### src/floppy_rate_fifo_pkg.sv
// Constants, types and field layout for the floppy rate, data port and input registers
// Functional notes
// - Default precomp: 41.7 ns at 1 Mb/s, 125.0 ns at other rates.
// - Rate bits survive software reset; hardware reset forces 250 kb/s code.
// - Rate code 11=1M, 00=500k/250k, 01=300k/150k, 10=250k/125k.
// - Only execution bytes use the 16-byte FIFO; other phases use one byte.
// - Locked FIFO stays enabled over software reset; hardware reset disables it.
// - FIFO serves DMA, interrupt or polled transfers in read/write/format/scan.
// - Burst mode holds the request until the whole burst has moved.
// - Non-burst mode drops the request 350 ns between transfers.
// - FIFO can be disabled separately for reads and for writes.
// - Hardware reset gives FIFO disabled with threshold zero.
// - Mode A input register drives D7 disk changed only, D6-D0 undriven; here D6-D0 read as zeros.
// - Mode B: D7 changed, D6-D3 ones, D2-D1 rate, D0 high density.
// - Mode C: D7 inverted changed, zeros, DMA enable, no-precomp, rate bits.
// - Disk changed bit may be invalid while powered down.
// - Software reset leaves the digital input register untouched.
// - Active rate is the latest write to either rate register.
// - Config register is write-only rate in D1-D0, hardware reset 250 kb/s.
// - Mode C stores config D2 without effect and shows it in input register.
// - Result bytes readable through data port only in result phase.
// - Hardware reset loads rate select register with 02 hex.
// - Direction flag reads 0 when device expects a write, 1 for a read.
package floppy_rate_fifo_pkg;
  // Register byte offsets
  localparam logic [7:0] OFF_RATE_SEL = 8'h00;
  localparam logic [7:0] OFF_MAIN_STATUS = 8'h04;
  localparam logic [7:0] OFF_DATA_PORT = 8'h08;
  localparam logic [7:0] OFF_DIG_INPUT = 8'h0C;
  localparam logic [7:0] OFF_RATE_CFG = 8'h10;
  localparam logic [7:0] OFF_FIFO_CTRL = 8'h14;
  // Rate select and config register fields
  localparam int RS_SRST_BIT = 7;
  localparam int RS_LP_BIT = 6;
  localparam int RS_PC_LSB = 2;
  localparam int CFG_NO_PRECOMP_BIT_BIT = 2;
  // Fifo control fields
  localparam int FC_EN_BIT = 0;
  localparam int FC_LOCK_BIT = 1;
  localparam int FC_BURST_BIT = 2;
  localparam int FC_RDDIS_BIT = 3;
  localparam int FC_WRDIS_BIT = 4;
  localparam int FC_DMA_BIT = 5;
  localparam int FC_TH_LSB = 8;
  // Reset values, rate codes and precomp codes
  localparam logic [7:0] RATE_SEL_RST = 8'h02;
  localparam logic [1:0] RATE_1M = 2'h3;
  localparam logic [1:0] RATE_500K = 2'h0;
  localparam logic [1:0] RATE_300K = 2'h1;
  localparam logic [1:0] RATE_250K = 2'h2;
  localparam logic [2:0] PC_DEFAULT = 3'h0;
  localparam logic [2:0] PC_41_7NS = 3'h1;
  localparam logic [2:0] PC_125NS = 3'h3;
  localparam real PRECOMP_FAST_NS = 41.7;
  localparam real PRECOMP_SLOW_NS = 125.0;
  // Timing
  localparam int CLK_PERIOD_NS = 50;
  localparam int GAP_NS = 350;
  localparam int GAP_CYC = (GAP_NS + CLK_PERIOD_NS - 1) / CLK_PERIOD_NS;
  localparam logic [3:0] GAP_LAST = 4'(GAP_CYC - 1);
  // Command phase reported by the sequencer
  typedef enum logic [1:0] {
    PH_IDLE = 2'h0, PH_CMD = 2'h1, PH_EXEC = 2'h2, PH_RESULT = 2'h3
  } phase_e;
  // Register layout mode
  typedef enum logic [1:0] {
    MODE_A = 2'h0, MODE_B = 2'h1, MODE_C = 2'h2
  } reg_mode_e;
  // Service request states
  typedef enum logic [2:0] {
    REQ_IDLE = 3'b001, REQ_ON = 3'b010, REQ_GAP = 3'b100
  } req_state_e;
  // Fifo configuration
  typedef struct packed {
    logic [3:0] fifo_threshold;
    logic dma_en;
    logic wr_dis;
    logic rd_dis;
    logic burst;
    logic lock;
    logic en;
  } fifo_ctrl_s;
endpackage

### src/floppy_rate_fifo_input_regs.sv
// Rate, data port, fifo and digital input registers on a Wishbone slave
module floppy_rate_fifo_input_regs
  import floppy_rate_fifo_pkg::*;
#(
  parameter int DEPTH = 16
) (
  // Clock and reset
  input wire logic clk,
  input wire logic resetn,
  // Wishbone slave
  input wire logic wb_cyc_i,
  input wire logic wb_stb_i,
  input wire logic wb_we_i,
  input wire logic [7:0] wb_adr_i,
  input wire logic [3:0] wb_sel_i,
  input wire logic [31:0] wb_dat_i,
  output logic [31:0] wb_dat_o,
  output logic wb_ack_o,
  // Sequencer side
  input wire phase_e phase,
  input wire logic exec_to_host,
  input wire logic core_in_valid,
  input wire logic [7:0] core_in_data,
  output logic core_in_ready_q,
  output logic core_out_valid_q,
  output logic [7:0] core_out_data_q,
  input wire logic core_out_ready,
  // Mode and pin
  input wire reg_mode_e reg_mode,
  input wire logic disk_changed_in,
  // Controls
  output logic [1:0] rate_sel_q,
  output logic [2:0] precomp_code_q,
  output logic low_power_q,
  output logic soft_reset_q,
  output logic dma_req_q,
  output logic irq_req_q
);
  localparam int PTR_W = $clog2(DEPTH);
  localparam int CNT_W = PTR_W + 1;

  // Depth must cover the 4-bit threshold and wrap cleanly
  if (DEPTH < 16 || (DEPTH & (DEPTH - 1)) != 0) begin : g_chk
    $error("DEPTH must be a power of two of at least 16");
  end

  // Pin synchroniser
  logic dchg_s1_q, dchg_s2_q;
  always_ff @(posedge clk or negedge resetn) begin
    if (!resetn) begin
      dchg_s1_q <= 1'b0;
      dchg_s2_q <= 1'b0;
    end else begin
      dchg_s1_q <= disk_changed_in;
      dchg_s2_q <= dchg_s1_q;
    end
  end

  // Bus decode
  logic acc, wr, rd, hit_rs, hit_ms, hit_dp, hit_di, hit_rc, hit_fc, srst;
  always_comb begin
    acc = wb_cyc_i & wb_stb_i & ~wb_ack_o;
    wr = acc & wb_we_i;
    rd = acc & ~wb_we_i;
    hit_rs = wb_adr_i == OFF_RATE_SEL;
    hit_ms = wb_adr_i == OFF_MAIN_STATUS;
    hit_dp = wb_adr_i == OFF_DATA_PORT;
    hit_di = wb_adr_i == OFF_DIG_INPUT;
    hit_rc = wb_adr_i == OFF_RATE_CFG;
    hit_fc = wb_adr_i == OFF_FIFO_CTRL;
    srst = wr & hit_rs & wb_sel_i[0] & wb_dat_i[RS_SRST_BIT];
  end

  // Rate, precomp, power and fifo control state
  logic [2:0] pc_sel_q, pc_sel_d, precomp_code_d;
  logic [1:0] rate_sel_d;
  logic no_pre_q, no_pre_d, low_power_d;
  fifo_ctrl_s fc_q, fc_d;
  always_comb begin
    rate_sel_d = rate_sel_q;
    pc_sel_d = pc_sel_q;
    no_pre_d = no_pre_q;
    low_power_d = low_power_q;
    fc_d = fc_q;
    // A software reset write leaves rate and precomp fields alone and clears low power
    if (wr & hit_rs & wb_sel_i[0] & ~wb_dat_i[RS_SRST_BIT]) begin
      rate_sel_d = wb_dat_i[1:0];
      pc_sel_d = wb_dat_i[RS_PC_LSB +: 3];
      low_power_d = wb_dat_i[RS_LP_BIT];
    end
    if (wr & hit_rc & wb_sel_i[0]) begin
      rate_sel_d = wb_dat_i[1:0];
      if (reg_mode == MODE_C) begin
        no_pre_d = wb_dat_i[CFG_NO_PRECOMP_BIT_BIT];
      end
    end
    if (wr & hit_fc) begin
      if (wb_sel_i[0]) begin
        fc_d.en = wb_dat_i[FC_EN_BIT];
        fc_d.lock = wb_dat_i[FC_LOCK_BIT];
        fc_d.burst = wb_dat_i[FC_BURST_BIT];
        fc_d.rd_dis = wb_dat_i[FC_RDDIS_BIT];
        fc_d.wr_dis = wb_dat_i[FC_WRDIS_BIT];
        fc_d.dma_en = wb_dat_i[FC_DMA_BIT];
      end
      if (wb_sel_i[1]) begin
        fc_d.fifo_threshold = wb_dat_i[FC_TH_LSB +: 4];
      end
    end
    // Any data port or status access wakes the controller
    if (acc & (hit_dp | hit_ms)) begin
      low_power_d = 1'b0;
    end
    // Software reset keeps rate, precomp and stored bits
    if (srst) begin
      low_power_d = 1'b0;
      if (!fc_q.lock) begin
        fc_d.en = 1'b0;
        fc_d.fifo_threshold = 4'h0;
      end
    end
    if (pc_sel_d == PC_DEFAULT) begin
      precomp_code_d = (rate_sel_d == RATE_1M) ? PC_41_7NS : PC_125NS;
    end else begin
      precomp_code_d = pc_sel_d;
    end
  end

  always_ff @(posedge clk or negedge resetn) begin
    if (!resetn) begin
      rate_sel_q <= RATE_SEL_RST[1:0];
      pc_sel_q <= RATE_SEL_RST[RS_PC_LSB +: 3];
      precomp_code_q <= PC_125NS;
      no_pre_q <= 1'b0;
      low_power_q <= RATE_SEL_RST[RS_LP_BIT];
      soft_reset_q <= 1'b0;
      fc_q <= '0;
    end else begin
      rate_sel_q <= rate_sel_d;
      pc_sel_q <= pc_sel_d;
      precomp_code_q <= precomp_code_d;
      no_pre_q <= no_pre_d;
      low_power_q <= low_power_d;
      soft_reset_q <= srst;
      fc_q <= fc_d;
    end
  end

  // Data path direction and fifo sizing per phase
  phase_e phase_q;
  logic d2h, exec, fifo_on, flush;
  logic [CNT_W-1:0] eff_depth, eff_th;
  always_comb begin
    exec = phase == PH_EXEC;
    d2h = (phase == PH_RESULT) | (exec & exec_to_host);
    fifo_on = exec & fc_q.en & ~(exec_to_host ? fc_q.rd_dis : fc_q.wr_dis);
    eff_depth = fifo_on ? CNT_W'(DEPTH) : CNT_W'(1);
    eff_th = fifo_on ? CNT_W'(fc_q.fifo_threshold) : '0;
    flush = (phase != phase_q) | srst;
  end

  // Fifo storage and pointers
  logic [7:0] mem [DEPTH];
  logic [PTR_W-1:0] wp_q, wp_d, rp_q, rp_d, rp_nx;
  logic [CNT_W-1:0] cnt_q, cnt_d;
  logic [7:0] push_data, head_d;
  logic host_push, host_pop, core_push, core_pop, push, pop;
  logic in_ready_d, out_valid_d;
  always_comb begin
    host_push = wr & hit_dp & wb_sel_i[0] & ~d2h & (cnt_q < eff_depth)
                & ((phase == PH_CMD) | exec);
    host_pop = rd & hit_dp & d2h & (cnt_q != '0);
    core_push = core_in_valid & core_in_ready_q;
    core_pop = core_out_valid_q & core_out_ready;
    push = (host_push | core_push) & ~flush;
    pop = (host_pop | core_pop) & ~flush;
    push_data = host_push ? wb_dat_i[7:0] : core_in_data;
    rp_nx = rp_q + PTR_W'(1);
    if (flush) begin
      wp_d = '0;
      rp_d = '0;
      cnt_d = '0;
    end else begin
      wp_d = push ? wp_q + PTR_W'(1) : wp_q;
      rp_d = pop ? rp_nx : rp_q;
      cnt_d = cnt_q + CNT_W'(push) - CNT_W'(pop);
    end
    // Head byte as seen after this edge
    if (cnt_q == '0 || (cnt_q == CNT_W'(1) && pop)) begin
      head_d = push_data;
    end else if (pop) begin
      head_d = mem[rp_nx];
    end else begin
      head_d = mem[rp_q];
    end
    in_ready_d = d2h & (cnt_d < eff_depth);
    out_valid_d = ~d2h & (phase != PH_IDLE) & (cnt_d != '0);
  end

  always_ff @(posedge clk) begin
    if (push) begin
      mem[wp_q] <= push_data;
    end
  end

  always_ff @(posedge clk or negedge resetn) begin
    if (!resetn) begin
      phase_q <= PH_IDLE;
      wp_q <= '0;
      rp_q <= '0;
      cnt_q <= '0;
      core_out_data_q <= 8'h00;
      core_in_ready_q <= 1'b0;
      core_out_valid_q <= 1'b0;
    end else begin
      phase_q <= phase;
      wp_q <= wp_d;
      rp_q <= rp_d;
      cnt_q <= cnt_d;
      core_out_data_q <= head_d;
      core_in_ready_q <= in_ready_d;
      core_out_valid_q <= out_valid_d;
    end
  end

  // Execution phase service request
  req_state_e req_q, req_d;
  logic [3:0] gap_q, gap_d;
  logic want, done, host_xfer;
  always_comb begin
    if (d2h) begin
      want = cnt_q >= eff_depth - eff_th;
      done = cnt_q == '0;
    end else begin
      want = cnt_q <= eff_th;
      done = cnt_q == eff_depth;
    end
    host_xfer = host_push | host_pop;
    req_d = req_q;
    gap_d = gap_q;
    unique case (req_q)
      REQ_IDLE: begin
        if (exec & want & ~flush) begin
          req_d = REQ_ON;
        end
      end
      REQ_ON: begin
        if (!exec || flush) begin
          req_d = REQ_IDLE;
        end else if (fc_q.burst) begin
          if (done || (host_xfer && cnt_d == (d2h ? '0 : eff_depth))) begin
            req_d = REQ_IDLE;
          end
        end else if (host_xfer) begin
          req_d = REQ_GAP;
          gap_d = GAP_LAST;
        end
      end
      REQ_GAP: begin
        if (!exec || flush) begin
          req_d = REQ_IDLE;
        end else if (gap_q == 4'h0) begin
          req_d = want ? REQ_ON : REQ_IDLE;
        end else begin
          gap_d = gap_q - 4'h1;
        end
      end
    endcase
  end

  always_ff @(posedge clk or negedge resetn) begin
    if (!resetn) begin
      req_q <= REQ_IDLE;
      gap_q <= 4'h0;
      dma_req_q <= 1'b0;
      irq_req_q <= 1'b0;
    end else begin
      req_q <= req_d;
      gap_q <= gap_d;
      dma_req_q <= (req_d == REQ_ON) & fc_q.dma_en;
      irq_req_q <= (req_d == REQ_ON) & ~fc_q.dma_en;
    end
  end

  // Read data and acknowledge
  logic [7:0] main_status_reg, dig_in;
  logic [31:0] rdata;
  logic host_request_flag, high_density_flag;
  always_comb begin
    unique case (phase)
      PH_CMD: host_request_flag = cnt_q == '0;
      PH_RESULT: host_request_flag = cnt_q != '0;
      PH_EXEC: host_request_flag = ~fc_q.dma_en & irq_req_q;
      default: host_request_flag = 1'b0;
    endcase
    main_status_reg = {host_request_flag, d2h, exec & ~fc_q.dma_en, phase != PH_IDLE, 4'h0};
    high_density_flag = rate_sel_q[0] ^ rate_sel_q[1];
    // Disk changed passes through even in low power
    unique case (reg_mode)
      MODE_B: dig_in = {dchg_s2_q, 4'hF, rate_sel_q, high_density_flag};
      MODE_C: dig_in = {~dchg_s2_q, 3'h0, fc_q.dma_en, no_pre_q, rate_sel_q};
      default: dig_in = {dchg_s2_q, 7'h00};
    endcase
    rdata = 32'h0000_0000;
    if (rd) begin
      if (hit_ms) begin
        rdata = {24'h00_0000, main_status_reg};
      end else if (hit_dp && d2h) begin
        rdata = {24'h00_0000, core_out_data_q};
      end else if (hit_di) begin
        rdata = {24'h00_0000, dig_in};
      end else if (hit_fc) begin
        rdata = {20'h0_0000, fc_q.fifo_threshold, 2'h0, fc_q.dma_en, fc_q.wr_dis,
                 fc_q.rd_dis, fc_q.burst, fc_q.lock, fc_q.en};
      end
    end
  end

  always_ff @(posedge clk or negedge resetn) begin
    if (!resetn) begin
      wb_ack_o <= 1'b0;
      wb_dat_o <= 32'h0000_0000;
    end else begin
      wb_ack_o <= acc;
      wb_dat_o <= rdata;
    end
  end
endmodule

### config.mk
export PLATFORM = sky130hd
export DESIGN_NAME = floppy_rate_fifo_input_regs
export DESIGN_NICKNAME = d
export VERILOG_FILES = /design/src/floppy_rate_fifo_pkg.sv /design/src/floppy_rate_fifo_input_regs.sv
export SDC_FILE = /design/constraint.sdc
export NUM_CORES = 1
export LEC_CHECK = 0
export BUFFER_PORTS_ARGS = -buffer_cell sky130_fd_sc_hd__buf_4
export CORE_ASPECT_RATIO = 0.5
export CORE_MARGIN = 4
export CORE_UTILIZATION = 45
export DETAILED_ROUTE_END_ITERATION = 6
export PLACE_DENSITY = 0.61
export SYNTH_ARGS = -nofsm -noshare
export SYNTH_HDL_FRONTEND = slang
export SYNTH_SLANG_ARGS = --single-unit
### constraint.sdc
create_clock -name clk -period 10.9 [get_ports clk]
set_clock_uncertainty 0.15 [all_clocks]
set_input_delay 0.545 -clock clk [delete_from_list [all_inputs] [get_ports clk]]
set_output_delay 0.545 -clock clk [all_outputs]
set_load 0.03 [all_outputs]
==> results by group <==
Timing
  • Min Tclk post-route: 5160 ps
  • Hold WS: ~63 ps
  • Final hold violations: 0
  • Slew Limit Fails: 0
  • RSZ-0062 raised after global routing: false
  • Worst slew pin tran: between 1000 and 1500 ps
  • Max transition margin: 0.248
  • Maximum operating frequency: a little under 0.2 GHz
  • Ratio of final minimum period to clock period: 0.473
  • TNS Setup: 0 ps
  • # setup viols final: 0

Critical path
  • Critical path's top delay family: simple AND/OR/NAND/NOR gates
  • Critical path depth in cells: 21
  • CP endpoint kind: flip-flop
  • Setup Crit Path Kind: input pin to flip-flop
  • Data arrival, critical path: ~5300 ps
  • R2r worst-path depth: 19
  • CP Cell Sequence: buf_4 > inv_1 > ha_1 > and3_1 > inv_1 > ha_1 > o21ai_0 > nand4_1 > nand2_1 > nand2_1 > ha_1 > inv_1 > ha_1 > inv_1 > fa_1 > xnor2_1 > nand3_1 > mux2i_1 > o211ai_1 > o21ai_0 > o211ai_1
  • Crit Reg-Reg Endpoint: req_q[1]$_DFF_PN0_
  • Bufs and invs on worst path: 5
  • Data required, critical path: ~11,000 ps
  • Slack of the worst reg-to-reg path: 5790 ps
  • Worst path slowest cell: nand4_1
  • Worst r2r src: fc_q[3]$_DFFE_PN0P_
  • Worst-path maximum fanout: 11
  • Crit start category: input pin
  • CP max stage delay: around 560 ps

Synth
  • Post-synth EDFFs: approximately 130
  • Mapped Cells: 761
  • Post-Syn Area: between 10,000 and 15,000 µm²
  • Ys Warns: 0
  • Register area share after synthesis: 0.535
  • Synth top area share: 0.369
  • Synth Register Bits: between 150 and 200
  • Post-synth cell types: between 70 and 80
  • Cell accounting for the most synthesized area: edfxtp_1
  • Syn_area_per_cell: about 14 µm²
  • FFs w/ async S/R, synth: 0.350
  • Predominant post-synthesis flop cell: edfxtp_1
  • Synth area leaders: edfxtp_1 37%, dfrtp_1 16%, mux4_2 11%

Drt
  • Drt drc: 0
  • WL per Instance: 22.4 µm
  • Post-DRT Antenna Nets: 0
  • DRT Wirelength: between 20,000 and 30,000 µm
  • Drt pass-1 iters: 5
  • Starting DRC count in detailed routing: 604
  • Vias: 6,735
  • Avg Vias per Cell: between 5 and 6

Clock network
  • Post-cts repair resize count: 0
  • Post-CTS Setup Repair Bufs: 0
  • Clock slew at reported path FFs: about 80 ps
  • Count of clock tree sinks: 197
  • Clock H-tree levels: 4
  • CTS tree: built
  • CTS Buf Count: 17
  • Clk_lat worst skew: about 450 ps
  • Hold Buf Count CTS: 0
  • Root Driver: clkbuf_16
  • Clock buffer depth: 2

GRT
  • Initial antenna violation count: 0
  • Vias in the first global route: approximately 6,600
  • Total track usage: 0.203
  • First-pass GRT wire length: 39,400 µm
  • Largest net degree at the start of global routing: 70
  • Total gr overflow: 0

Place
  • Post-Place Cell Area: 11,200 µm²
  • Hpwl dp: 18,300 µm
  • Gp weighted congestion: 0.826
  • Number of port buffers: between 70 and 80

Floorplan
  • Die ar.: 25,800 µm²
  • Width of the die: around 220 µm
  • Die Ht: around 120 µm
  • Initial Util: 0.458
  • I/O pin count: about 120
  • Rows: 39
  • Core outline area: approximately 23,000 µm²

Layout
  • Commonest cells after routing, fill and taps aside: 128 x edfxtp_1, 87 x buf_4, 64 x dfrtp_1, 51 x mux4_2, 45 x mux2i_1
  • Final instance area: between 10,000 and 15,000 µm²
  • Final nets: between 900 and 1,000
  • Layout cells sized above 1: 0.267
  • Layout Utilization: 0.519
  • N_diodes: 0
  • Most common cell after layout, fill and taps aside: edfxtp_1
  • Area added between synthesis and finish: 13.5%

Power
  • Sw Ratio: 0.255
  • Comb power frac: 0.068
  • Sequential share of power: 0.517
  • Cell Pwr Density: around 130 nW/µm²
  • Clock power frac: 0.415
  • Leakage: about 0.0043 µW
  • Psw: roughly 400 µW
  • Int Pwr: 1180 µW
  • Peak VDD IR: between 0.1 and 0.15 mV
  • Design Power: 1590 µW

Min path
  • Hold Crit Depth: 1
  • Hold path startpoint: disk_changed_in
  • Worst Hold Class: input pin to flip-flop
  • Worst hold endpoint: dchg_s1_q$_DFF_PN0_

Outcome
  • Status: finished, final reports clean

Run
  • Max_cap viols: 0
## power groups by stage
| stage | clock network, µW | logic (µW) | registers (µW) |
|---|---|---|---|
| floorplan | 0 | 64.5 | 839 |
| global placement | 0 | 105 | 836 |
| detailed placement | 0 | 107 | 836 |
| CTS | 669 | 107 | 820 |
| global route | 699 | 117 | 822 |
| finish | 659 | 107 | 820 |
## worst register-to-register path, delay by kind of cell, from the launching register on
family	cells	cell delay, ps
and+or+nand+nor	5	1560
adders and majority gates	4	1190
AOI/OAI and AO/OA	4	720
DFF	1	430
muxes	2	390
buffers and inverters	3	280
xor gates and xnor gates	1	270
## worst max path at each step
| stage | endpoint | start |
|---|---|---|
| final | req_q[1]$_DFF_PN0_ | phase[0] |
| after detailed placement | req_q[1]$_DFF_PN0_ | phase[0] |
| after floorplan | core_in_ready_q$_DFF_PN0_ | phase[0] |
| after CTS | req_q[1]$_DFF_PN0_ | phase[0] |
| after global placement | req_q[1]$_DFF_PN0_ | phase[0] |
| after global routing | req_q[1]$_DFF_PN0_ | phase[0] |
## cell families after synthesis
kind of cell    after synthesis  share of synthesized area
compound gates              104                     0.0684
buf+inv                      88                     0.0457
xor+xnor                     17                     0.0143
simple gates                199                      0.107
flops                       197                      0.535
other cells                   1                   0.000360
mux                         120                      0.187
fa+ha+maj                    35                     0.0427
## metrics by stage
step / setup WS, ps / cells
global route: 5330 / 1150
CTS: 5730 / 1150
floorplan: 6450 / 780
detailed placement: 5280 / 1118
finish: 5740 / 1150
global placement: 5340 / 1118
## sequential cells by signal, indices dropped and copies added (netlist names), 2 cells and up
name and count:
pc_sel_q 3, precomp_code_q 2, mem 128, fc_q 10
phase_q 2, rp_q 4, wb_dat_o 12, req_q 3
rate_sel_q 2, wp_q 4, core_out_data_q 8, cnt_q 5
gap_q 4
## cells in the mapped netlist (3+ instances only)
library cell	count
a211oi_1	5
a21oi_1	24
a221oi_1	16
a22oi_1	12
and2_1	8
and3_1	5
and3b_1	3
and4_1	7
buf_1	6
buf_2	11
buf_4	21
clkbuf_1	14
dfrtp_1	65
dfstp_2	4
edfxtp_1	128
ha_1	34
inv_1	31
mux2_2	16
mux2i_1	45
mux4_2	51
mux4_4	3
nand2_1	37
nand2b_1	9
nand3_1	11
nand4_1	6
nor2_1	42
nor2b_1	3
nor3_1	30
nor4_1	6
nor4b_1	3
o211ai_1	6
o21ai_0	22
o21bai_1	3
or3_1	3
xnor2_1	12
xor2_1	5
## per-layer routing
metal  vias to the layer above  wire length (µm)  track usage
met3                        31              1720       0.0387
met2                       255             12300        0.329
met1                      3417             11300        0.283
met4                         0               570       0.0657
met5                         -                 0            0
li1                       3032                 -            -
## area by class of cell
| type | instances | area, µm² |
|---|---|---|
| Fill cell | 1911 | 11000 |
| Sequential cell | 197 | 5580 |
| Clock inverter | 15 | 195 |
| Timing Repair Buffer | 87 | 653 |
| Clock buffer | 17 | 425 |
| Tap cell | 307 | 384 |
| Inverter | 32 | 120 |
| Multi-Input combinational cell | 495 | 4480 |
No activity file was read; power rests on OpenSTA's default activity.
